### config.mk
export PLATFORM = sky130hd
export DESIGN_NAME = pmc_power_mode_ctrl
export DESIGN_NICKNAME = d
export VERILOG_FILES = /design/src/pmc_pkg.sv /design/src/pmc_wake_filter.sv /design/src/pmc_buzz.sv /design/src/pmc_power_mode_ctrl.sv
export SDC_FILE = /design/constraint.sdc
export NUM_CORES = 1
export LEC_CHECK = 0
export ABC_CLOCK_PERIOD_IN_PS = 4000
export BUFFER_PORTS_ARGS = -buffer_cell sky130_fd_sc_hd__buf_2
export CAP_MARGIN = 20
export CELL_PAD_IN_SITES_DETAIL_PLACEMENT = 0
export CELL_PAD_IN_SITES_GLOBAL_PLACEMENT = 2
export CORE_MARGIN = 2
export CORE_UTILIZATION = 34
export CTS_CLUSTER_DIAMETER = 60
export DETAILED_ROUTE_END_ITERATION = 12
export HOLD_SLACK_MARGIN = 0.03
export PLACE_DENSITY = 0.86
export SLEW_MARGIN = 20
export SYNTH_ARGS = -nofsm -noshare
export SYNTH_HDL_FRONTEND = slang
export SYNTH_SLANG_ARGS = --single-unit
### constraint.sdc
create_clock -name i_clock -period 4 [get_ports i_clock]
set_input_delay 0.6 -clock i_clock [delete_from_list [all_inputs] [get_ports i_clock]]
set_output_delay 0.6 -clock i_clock [all_outputs]
set_load 0.05 [all_outputs]
### src/pmc_pkg.sv
// Purpose: shared constants and types for the power mode controller
// Assumes: subsystem enables are one bit per subsystem
// Notes:   no bus; control and status bits are plain ports
`default_nettype none

package pmc_pkg;

	// ==========================================================
	// subsystem map
	localparam int unsigned PMC_NSUB      = 8;
	localparam int unsigned PMC_SUB_CPU   = 0;
	localparam int unsigned PMC_SUB_FLASH = 1;
	localparam logic [7:0]  PMC_TPL_ACT_RST = 8'hFF;
	localparam logic [7:0]  PMC_TPL_ALT_RST = 8'hFE;

	// ==========================================================
	// wakeup source map
	localparam int unsigned PMC_NWAKE     = 6;
	localparam int unsigned PMC_WK_CMP    = 0;
	localparam int unsigned PMC_WK_PORT   = 1;
	localparam int unsigned PMC_WK_I2C    = 2;
	localparam int unsigned PMC_WK_RTC    = 3;
	localparam int unsigned PMC_WK_TWHEEL = 4;
	localparam int unsigned PMC_WK_LVD    = 5;
	localparam logic [5:0]  PMC_SLEEP_WK_MASK = 6'h3F;
	localparam logic [5:0]  PMC_HIB_WK_MASK   = 6'h02;

	// ==========================================================
	// mode select codes and regulator pulsing
	localparam logic [1:0]  PMC_REQ_ALT   = 2'h1;
	localparam logic [1:0]  PMC_REQ_SLEEP = 2'h2;
	localparam logic [1:0]  PMC_REQ_HIB   = 2'h3;
	localparam int unsigned PMC_BUZZ_W    = 8;
	localparam logic [7:0]  PMC_BUZZ_PERIOD = 8'hFF;
	localparam logic [7:0]  PMC_BUZZ_ON     = 8'h03;

	typedef enum logic [1:0] {
		PMC_ACTIVE,
		PMC_ALT_ACTIVE,
		PMC_SLEEP,
		PMC_HIBERNATE
	} pmc_mode_t;

	typedef struct packed {
		logic [7:0] clk_en;
		logic [7:0] bias_en;
		logic [7:0] leak_cut;
	} pmc_sub_ctl_t;

	typedef struct packed {
		logic internal_low_speed_osc;
		logic watch_crystal_osc;
		logic fast_clocks;
	} pmc_clk_ctl_t;

	typedef struct packed {
		logic digital_core_supply;
		logic analog_core_supply;
		logic hibernate_reg;
	} pmc_reg_ctl_t;

endpackage : pmc_pkg

`default_nettype wire

### src/pmc_wake_filter.sv
// Purpose: masks wakeup sources by the current mode
// Assumes: sources are synchronous single-cycle or level events
// Notes:   output is combinational, registered in the top
`default_nettype none
`timescale 1ns/1ps

module pmc_wake_filter
	import pmc_pkg::*;
(
	input  wire logic [5:0] i_wake,
	input  wire logic       i_reset_evt,
	input  wire pmc_mode_t  i_mode,
	output logic            o_wake
);

	// ==========================================================
	// source gating
	logic [5:0] allowed;

	always_comb begin
		case (i_mode)
			PMC_SLEEP:     allowed = PMC_SLEEP_WK_MASK;
			PMC_HIBERNATE: allowed = PMC_HIB_WK_MASK;
			default:       allowed = 6'h3F;
		endcase
	end

	// disallowed sources simply drop out
	assign o_wake = (|(i_wake & allowed)) | i_reset_evt;

endmodule // pmc_wake_filter

`default_nettype wire

### src/pmc_buzz.sv
// Purpose: periodic pulse generator for core regulators in sleep
// Assumes: enabled only while in sleep
// Notes:   duty from package constants
`default_nettype none
`timescale 1ns/1ps

module pmc_buzz
	import pmc_pkg::*;
(
	input  wire logic i_clock,
	input  wire logic i_rst_n,
	input  wire logic i_enable,
	output logic      o_pulse
);

	// ==========================================================
	// counter
	logic [PMC_BUZZ_W-1:0] cnt_q;

	always_ff @(posedge i_clock or negedge i_rst_n) begin
		if (!i_rst_n) begin
			cnt_q <= 8'h00;
		end else if (!i_enable || cnt_q == PMC_BUZZ_PERIOD) begin
			cnt_q <= 8'h00;
		end else begin
			cnt_q <= cnt_q + 8'h01;
		end
	end

	assign o_pulse = i_enable && (cnt_q < PMC_BUZZ_ON);

endmodule // pmc_buzz

`default_nettype wire

### src/pmc_power_mode_ctrl.sv
// Purpose: global power mode controller with per-mode templates
// Assumes: firmware strobes and wake events synchronous to i_clock
// Notes:   all outputs registered; no bus, all controls are ports
//
// Behaviour
// - four modes: active, alternate, sleep, hibernate
// - separate enable template for active and alternate active
// - active template selects enabled resources
// - disabled: clock gated, bias off, leakage cut
// - template changes apply immediately, no transition
// - CPU may disable itself; wake re-enables
// - wakeup returns to active, CPU forced on
// - boot comes up in active
// - alternate active uses its own template
// - sleep overrides templates, disables most resources
// - sleep keeps only low-speed and watch clocks
// - sleep wake sources: six listed events
// - core regulators pulsed during sleep
// - hibernate stops clocks; port interrupt wakes
// - core regulators default on; firmware disables
// - interrupt or reset wakeup restores active
// - hibernate holds outputs and pin interrupts
`default_nettype none
`timescale 1ns/1ps

module pmc_power_mode_ctrl
	import pmc_pkg::*;
(
	input  wire logic               i_clock,
	input  wire logic               i_resetn,
	input  wire logic               i_tpl_act_we,
	input  wire logic [7:0]         i_tpl_act,
	input  wire logic               i_tpl_alt_we,
	input  wire logic [7:0]         i_tpl_alt,
	input  wire logic               i_cpu_off,
	input  wire logic               i_mode_we,
	input  wire logic [1:0]         i_mode_sel,
	input  wire logic               i_io_supply_ok,
	input  wire logic               i_core_reg_off_we,
	input  wire logic [1:0]         i_core_reg_off,
	input  wire logic [5:0]         i_wake,
	input  wire logic               i_reset_evt,
	input  wire logic [7:0]         i_pin_out,
	input  wire logic [7:0]         i_pin_irq_cfg,
	output pmc_mode_t               o_mode,
	output pmc_sub_ctl_t            o_sub,
	output pmc_clk_ctl_t            o_clk,
	output pmc_reg_ctl_t            o_reg,
	output logic [7:0]              o_pin_out,
	output logic [7:0]              o_pin_irq_cfg,
	output logic                    o_retain,
	output logic                    o_req_refused
);

	// ==========================================================
	// reset release
	logic rst_s1_q;
	logic rst_n;

	always_ff @(posedge i_clock or negedge i_resetn) begin
		if (!i_resetn) begin
			rst_s1_q <= 1'b0;
			rst_n    <= 1'b0;
		end else begin
			rst_s1_q <= 1'b1;
			rst_n    <= rst_s1_q;
		end
	end

	// ==========================================================
	// helpers
	function automatic logic [7:0] pmc_apply_cpu(input logic [7:0] t, input logic on);
		logic [7:0] r;
		r = t;
		r[PMC_SUB_CPU] = on;
		return r;
	endfunction

	// ==========================================================
	// submodules
	pmc_mode_t mode_q;
	logic      wake;
	logic      buzz;

	pmc_wake_filter u_wake (
		.i_wake      (i_wake),
		.i_reset_evt (i_reset_evt),
		.i_mode      (mode_q),
		.o_wake      (wake)
	);

	pmc_buzz u_buzz (
		.i_clock  (i_clock),
		.i_rst_n  (rst_n),
		.i_enable (mode_q == PMC_SLEEP),
		.o_pulse  (buzz)
	);

	// ==========================================================
	// templates
	logic [7:0] tpl_act_q;
	logic [7:0] tpl_alt_q;

	always_ff @(posedge i_clock or negedge rst_n) begin
		if (!rst_n) begin
			tpl_act_q <= PMC_TPL_ACT_RST;
			tpl_alt_q <= PMC_TPL_ALT_RST;
		end else begin
			if (i_tpl_act_we) begin
				tpl_act_q <= i_tpl_act;
			end
			if (i_tpl_alt_we) begin
				tpl_alt_q <= i_tpl_alt;
			end
		end
	end

	// ==========================================================
	// cpu self disable; wake wins over a same-cycle disable
	logic cpu_on_q;

	always_ff @(posedge i_clock or negedge rst_n) begin
		if (!rst_n) begin
			cpu_on_q <= 1'b1;
		end else if (wake) begin
			cpu_on_q <= 1'b1;
		end else if (i_cpu_off) begin
			cpu_on_q <= 1'b0;
		end else if (i_tpl_act_we) begin
			// template write sets the cpu bit unless a wake or cpu disable comes in the same cycle
			cpu_on_q <= i_tpl_act[PMC_SUB_CPU];
		end
	end

	// ==========================================================
	// mode state machine
	logic refused_q;

	always_ff @(posedge i_clock or negedge rst_n) begin
		if (!rst_n) begin
			mode_q    <= PMC_ACTIVE;
			refused_q <= 1'b0;
		end else begin
			refused_q <= 1'b0;
			if (wake) begin
				mode_q <= PMC_ACTIVE;
			end else if (i_mode_we && (mode_q == PMC_ACTIVE || mode_q == PMC_ALT_ACTIVE)) begin
				case (i_mode_sel)
					PMC_REQ_ALT: begin
						mode_q <= PMC_ALT_ACTIVE;
					end
					PMC_REQ_SLEEP: begin
						// low power only on valid io supplies
						if (i_io_supply_ok) begin
							mode_q <= PMC_SLEEP;
						end else begin
							refused_q <= 1'b1;
						end
					end
					PMC_REQ_HIB: begin
						if (i_io_supply_ok) begin
							mode_q <= PMC_HIBERNATE;
						end else begin
							refused_q <= 1'b1;
						end
					end
					default: begin
						mode_q <= PMC_ACTIVE;
					end
				endcase
			end
		end
	end

	// ==========================================================
	// core regulator enables
	logic [1:0] core_off_q;

	always_ff @(posedge i_clock or negedge rst_n) begin
		if (!rst_n) begin
			core_off_q <= 2'h0;
		end else if (i_core_reg_off_we) begin
			core_off_q <= i_core_reg_off;
		end
	end

	// ==========================================================
	// output decode
	logic [7:0]   en_d;
	pmc_clk_ctl_t clk_d;
	pmc_reg_ctl_t reg_d;

	always_comb begin
		en_d  = 8'h00;
		clk_d = '0;
		reg_d = '0;
		case (mode_q)
			PMC_ACTIVE: begin
				en_d  = pmc_apply_cpu(tpl_act_q, cpu_on_q);
				clk_d = '{1'b1, 1'b1, 1'b1};
				reg_d = '{~core_off_q[0], ~core_off_q[1], 1'b0};
			end
			PMC_ALT_ACTIVE: begin
				en_d  = tpl_alt_q & {7'h7F, cpu_on_q};
				clk_d = '{1'b1, 1'b1, 1'b1};
				reg_d = '{~core_off_q[0], ~core_off_q[1], 1'b0};
			end
			PMC_SLEEP: begin
				en_d  = 8'h00;
				clk_d = '{1'b1, 1'b1, 1'b0};
				// buzzed so the rails stay near level for fast resume
				reg_d = '{buzz & ~core_off_q[0], buzz & ~core_off_q[1], 1'b0};
			end
			default: begin
				en_d  = 8'h00;
				clk_d = '0;
				reg_d = '{1'b0, 1'b0, 1'b1};
			end
		endcase
	end

	// ==========================================================
	// registered outputs
	always_ff @(posedge i_clock or negedge rst_n) begin
		if (!rst_n) begin
			o_mode        <= PMC_ACTIVE;
			o_sub         <= '0;
			o_clk         <= '0;
			o_reg         <= '0;
			o_retain      <= 1'b0;
			o_req_refused <= 1'b0;
		end else begin
			o_mode        <= mode_q;
			o_sub.clk_en  <= en_d;
			o_sub.bias_en <= en_d;
			o_sub.leak_cut <= ~en_d;
			o_clk         <= clk_d;
			o_reg         <= reg_d;
			o_retain      <= (mode_q == PMC_HIBERNATE);
			o_req_refused <= refused_q;
		end
	end

	// pins freeze while hibernating
	always_ff @(posedge i_clock or negedge rst_n) begin
		if (!rst_n) begin
			o_pin_out     <= 8'h00;
			o_pin_irq_cfg <= 8'h00;
		end else if (mode_q != PMC_HIBERNATE) begin
			o_pin_out     <= i_pin_out;
			o_pin_irq_cfg <= i_pin_irq_cfg;
		end
	end

endmodule // pmc_power_mode_ctrl

`default_nettype wire

==> metrics, run 1 <==
status completed; worst setup path endpoint o_pin_irq_cfg[0]; Layout Nets 355; WL final 5.28 mm; RSZ-0062 raised after global routing false; TritonCTS clock tree done; synthesized area 2800 sq um; Residual DRC 0; ranking of synthesized cells by area dfrtp_1, dfstp_2, mux2_2, buf_4, mux2i_1; syn avg cell area 13.6 sq um; Hold WS 0.213 ns; Critical-path top delay cell dfrtp_1; Slew Limit Headroom 0.602; largest net degree at the start of global routing 50; hold buffer count at cts 1; Max Root-Sink Buffers 2; main flop type after synthesis dfrtp_1; Slew @ Worst Pin 0.598 ns; Starting Density 0.346; final cell count without fillers 413; setup slack after layout 2.29 ns; most frequent cell after synthesis dfrtp_1; Via density 4.53; Reg2Reg Depth 3; buffers added on ports 100; Largest register FFs 16; first-pass GRT wire length 8.59 mm; async set-or-reset flop fraction in the synthesized netlist 1.00; Synth Net Count 258; Fmax 0.583 GHz; R2R setup slack 2.29 ns; vias in the first global route 1849; crit-path max FO 19; core area 8090 sq um; synth warn 0; all-layer global routing usage 0.123; GRT Residual Overflow 0; total design power 1.55 mW; Placer Congestion 0.733; Setup violations, final 0; register area share after synthesis 0.641; FF-to-FF End o_pin_irq_cfg[0]; Clock Latency Late Sink 0.33 ns; CP Data Arrival Time 1.92 ns; PD cells 438 nW/um^2; Crit Path Class reg2reg; Netlist cell types 37; Fillers 806; required time of the critical path 4.21 ns; Place WS 2.24 ns; # IOs 101; FF/Latch Area 1800 sq um; post-DR wirelength/cell 12.8 microns; Initial DRT Pass Iterations 6; Core Rows 33; final period utilization 0.429; Placed Instances 396; Clk pin slew, worst setup/hold paths 0.08 ns; #FFs+latches synth 71; Largest Register o_sub; Die H 94.8 microns; leak pwr 1.64 nW; TritonCTS buffer count 9; total number of vias 1869; Final Hold Violating Endpoints 0; crit start category register; setup_tns 0 ns; Final Slew Violations 0; share of cells above drive strength 1 0.591; Resize count post-CTS 0; hpwl dp 3.87 mm; Die W 94.8 microns; worst setup path start mode_q[0]; Worst Hold Class reg2async; initial antenna violation count 0; post-CTS setup buffers 0; crit end category register; Max Cap Viol 0; Antenna Nets Post-Route 0; CTS root buf clkbuf_8; area of the multi-input gates 852 sq um; area delta synth->final 25.9%; Die ar. 8990 sq um; cell count after synthesis 206; crit path cell chain nand2_1, inv_2, mux2_2; EDFF count, synth 0; Starting DRT DRC Count 59; Worst VDD drop 155 uV; cell taking the most area after synthesis dfrtp_1; H-tree depth 3; Antenna diodes 0; RR Startpoint mode_q[0]; Synth top area share 0.500; critical path's largest stage delay 0.73 ns; Final Critical Period 1.71 ns; clk_skew 0.0104 ns; # clock sinks 71; Commonest cells post-synth dfrtp_1, mux2_2, dfstp_2, buf_4, inv_1
-- metrics by stage --
stage | utilization | cell area (sq um)
6_report | 0.436 | 3530
5_1_grt | 0.436 | 3530
4_1_cts | 0.436 | 3530
3_5_place_dp | 0.412 | 3340
3_3_place_gp | 0.412 | 3340
2_1_floorplan | - | 2800
-- worst min-delay path by stage --
stage	end	slack, ns	depth (start not counted)
after floorplan	rst_n	0.30	0
after global placement	o_sub[9]	0.22	0
after detailed placement	o_sub[1]	0.23	0
after CTS	o_sub[1]	0.23	0
after global routing	o_sub[1]	0.26	0
final	o_sub[1]	0.21	0
-- cell families (layout without fill, tap and decap cells) --
group,Yosys count,after routing,synth area share
muxes,41,41,0.161
buffers and inverters,29,131,0.0554
and+or+nand+nor,47,47,0.0982
DFF,71,71,0.641
other,1,1,0.00134
adders and majority gates,1,1,0.00446
xor gates and xnor gates,3,3,0.00938
AOI/OAI and AO/OA,13,13,0.0295
-- cells in the final DEF, fill, tap and decap left out, types with 2 or more instances in the layout --
cell | synthesis | routed
a21oi_1 | 6 | 6
a31oi_1 | 2 | 2
buf_2 | 1 | 100
clkbuf_8 | 0 | 10
clkinv_2 | 0 | 2
dfrtp_1 | 56 | 55
dfstp_2 | 15 | 15
inv_1 | 12 | 12
inv_6 | 0 | 2
mux2_2 | 33 | 33
mux2i_1 | 8 | 8
nand2_1 | 3 | 3
nand2b_1 | 2 | 2
nand3_1 | 5 | 5
nand4_1 | 2 | 2
nor2_1 | 10 | 10
nor3b_1 | 2 | 2
nor4_1 | 4 | 4
or2_2 | 9 | 9
or3_1 | 2 | 2
xor2_1 | 2 | 2
-- power by group --
group          switching [mW]  leakage, nW  internal (mW)
clock network           0.273       0.0930          0.245
logic                   0.164        0.711         0.0723
registers              0.0202        0.838          0.771
total                   0.458         1.64           1.09
-- worst max-delay path: cells and delay by family, from the launching register on --
family / cells / cell delay, ns
buffers and inverters: 1 / 0.33
and+or+nand+nor: 1 / 0.16
muxes: 1 / 0.38
DFF: 1 / 0.73
-- cell type report --
class / instances / area share
Sequential cell: 71 / 0.509
Timing Repair Buffer: 102 / 0.147
Tap cell: 105 / 0.0372
Multi-Input combinational cell: 106 / 0.241
Clock inverter: 6 / 0.0124
Inverter: 13 / 0.0138
Clock buffer: 10 / 0.0390
-- metal layers --
layer,track usage,share of wire
met3,0.0351,0.076
met1,0.158,0.42
met4,0.0507,0.0055
met5,0,0
met2,0.196,0.50
Note: power is estimated with default switching activity, not from simulation.
==> inputs of run 2 (changes only) <==
Settings changed: ABC_CLOCK_PERIOD_IN_PS 4000 to 1700, CORE_UTILIZATION 34 to 31, PLACE_DENSITY 0.86 to 0.8.
Clock period 4 ns to 1.7 ns, I/O delays scaled along.
==> metrics, run 2 (same netlist as run 1, synthesis figures left out) <==
status completed (unchanged); Antenna diodes 0 (unchanged); RSZ-0062 raised after global routing false (unchanged); area delta synth->final 27.1% (was 25.9%); CP Data Arrival Time 1.67 ns (was 1.92 ns); Hold WS 0.113 ns (was 0.213 ns); H-tree depth 3 (unchanged); required time of the critical path 1.97 ns (was 4.21 ns); Fmax 0.715 GHz (was 0.583 GHz); setup_tns 0 ns (unchanged); Crit path buffers/inverters 0 (was 1); Clock Latency Late Sink 0.34 ns (was 0.33 ns); all-layer global routing usage 0.122 (was 0.123); WL final 5.68 mm (was 5.28 mm); Initial DRT Pass Iterations 4 (was 6); Final Hold Violating Endpoints 0 (unchanged); final period utilization 0.823 (was 0.429); crit start category register (unchanged); Starting Density 0.320 (was 0.346); total number of vias 1887 (was 1869); TritonCTS buffer count 9 (unchanged); Final Critical Period 1.40 ns (was 1.71 ns); Crit Path Class reg2reg (unchanged); post-CTS setup buffers 0 (unchanged); largest net degree at the start of global routing 70 (was 50); Residual DRC 0 (unchanged); Layout Utilization 0.406 (was 0.436); Max Root-Sink Buffers 2 (unchanged); TritonCTS clock tree done (unchanged); setup slack after layout 0.301 ns (was 2.29 ns); hpwl dp 4.06 mm (was 3.87 mm); most common cell after layout, fill and taps aside buf_2 (unchanged); Core Rows 34 (was 33); Top delay family on crit path flip-flops (unchanged); Critical-path top delay cell dfrtp_1 (unchanged); PD cells 1030 nW/um^2 (was 438 nW/um^2); Largest Register o_sub (unchanged); leak pwr 1.65 nW (was 1.64 nW); crit end category register (unchanged); # IOs 101 (unchanged); vias in the first global route 1920 (was 1849); crit-path max FO 5 (was 19); crit path cell chain ha_1, and4_2, a41o_1, nor2_1 (was nand2_1, inv_2, mux2_2); Place WS 0.307 ns (was 2.24 ns); Largest register FFs 16 (unchanged); buffers added on ports 100 (unchanged); Layout Nets 357 (was 355); initial antenna violation count 0 (unchanged); Worst VDD drop 402 uV (was 155 uV); Final Slew Violations 0 (unchanged); post-DR wirelength/cell 13.6 microns (was 12.8 microns); Setup violations, final 0 (unchanged); Clk pin slew, worst setup/hold paths 0.07 ns (was 0.08 ns); critical path's largest stage delay 0.42 ns (was 0.73 ns); Starting DRT DRC Count 44 (was 59); most frequent cells in the layout buf_2, dfrtp_1, mux2_2 (unchanged); Max Cap Viol 0 (unchanged); Die H 99.1 microns (was 94.8 microns); # clock sinks 71 (unchanged); Antenna Nets Post-Route 0 (unchanged); Via density 4.51 (was 4.53); total design power 3.66 mW (was 1.55 mW); CTS root buf clkbuf_8 (unchanged); Die W 99.1 microns (was 94.8 microns); Worst Hold Class in2reg (was reg2async); GRT Residual Overflow 0 (unchanged); first-pass GRT wire length 9.19 mm (was 8.59 mm); share of cells above drive strength 1 0.594 (was 0.591); clk_skew 0.00802 ns (was 0.0104 ns); Die ar. 9820 sq um (was 8990 sq um); core area 8760 sq um (was 8090 sq um); Placer Congestion 0.771 (was 0.733)
-- run 2: changes by cell type in the layout (fill, tap and decap cells not counted), sizes merged --
cell and change:
buf +2, clkinvlp +1, inv -1
-- run 2: layer usage --
layer | share of wire | routed length [microns] | track usage | vias to the layer above
li1 | - | - | - | 888
met1 | 0.42 | 2390 | 0.150 | 915
met2 | 0.48 | 2750 | 0.190 | 73
met3 | 0.075 | 427 | 0.0482 | 11
met4 | 0.020 | 111 | 0.0558 | 0
met5 | 0 | 0 | 0 | -
-- run 2: stage by stage --
step                area [sq um]  cells
floorplan                   2800    206
global placement            3370    401
detailed placement          3370    401
CTS                         3560    418
global route                3560    418
finish                      3560    418
-- run 2: worst paths after layout --
check                                start               to  slack (ns)  cells past startpoint
setup / recovery           u_buzz.cnt_q[0]  u_buzz.cnt_q[3]        0.30                      4
hold / removal              i_io_supply_ok        refused_q        0.11                      2
setup reg to reg           u_buzz.cnt_q[0]  u_buzz.cnt_q[3]        0.30                      4
hold reg to reg                      rst_n         o_sub[6]        0.27                      1
max in group asynchronous            rst_n         cpu_on_q        1.08                      1
min in group asynchronous         i_resetn            rst_n        0.23                      2
-- run 2: worst register-to-register path, stage by stage (launching register included) --
cell	delay, ns
dfrtp_1	0.42
ha_1	0.27
and4_2	0.26
a41o_1	0.26
nor2_1	0.11
-- run 2: area by class of cell --
type                            instances  area (sq um)
Clock buffer                           10           138
Multi-Input combinational cell        106           852
Timing Repair Buffer                  104           546
Fill cell                             879          5200
Sequential cell                        71          1800
Inverter                               13          48.8
Tap cell                              108           135
Clock inverter                          6          45.0
-- run 2: what timing repair did --
| item | 4_1_cts | 5_1_grt |
|---|---|---|
| hold endpoints to repair | 2 | 0 |
| hold buffers | 1 | 0 |
| gates resized for setup | 0 | 0 |
-- run 2: where the power goes --
part	leakage [nW]	switching (mW)	internal, mW	total [mW]
Combinational	0.727	0.398	0.174	0.572
Sequential	0.838	0.0406	1.81	1.85
Clock	0.0902	0.655	0.576	1.23
Total	1.65	1.09	2.56	3.66
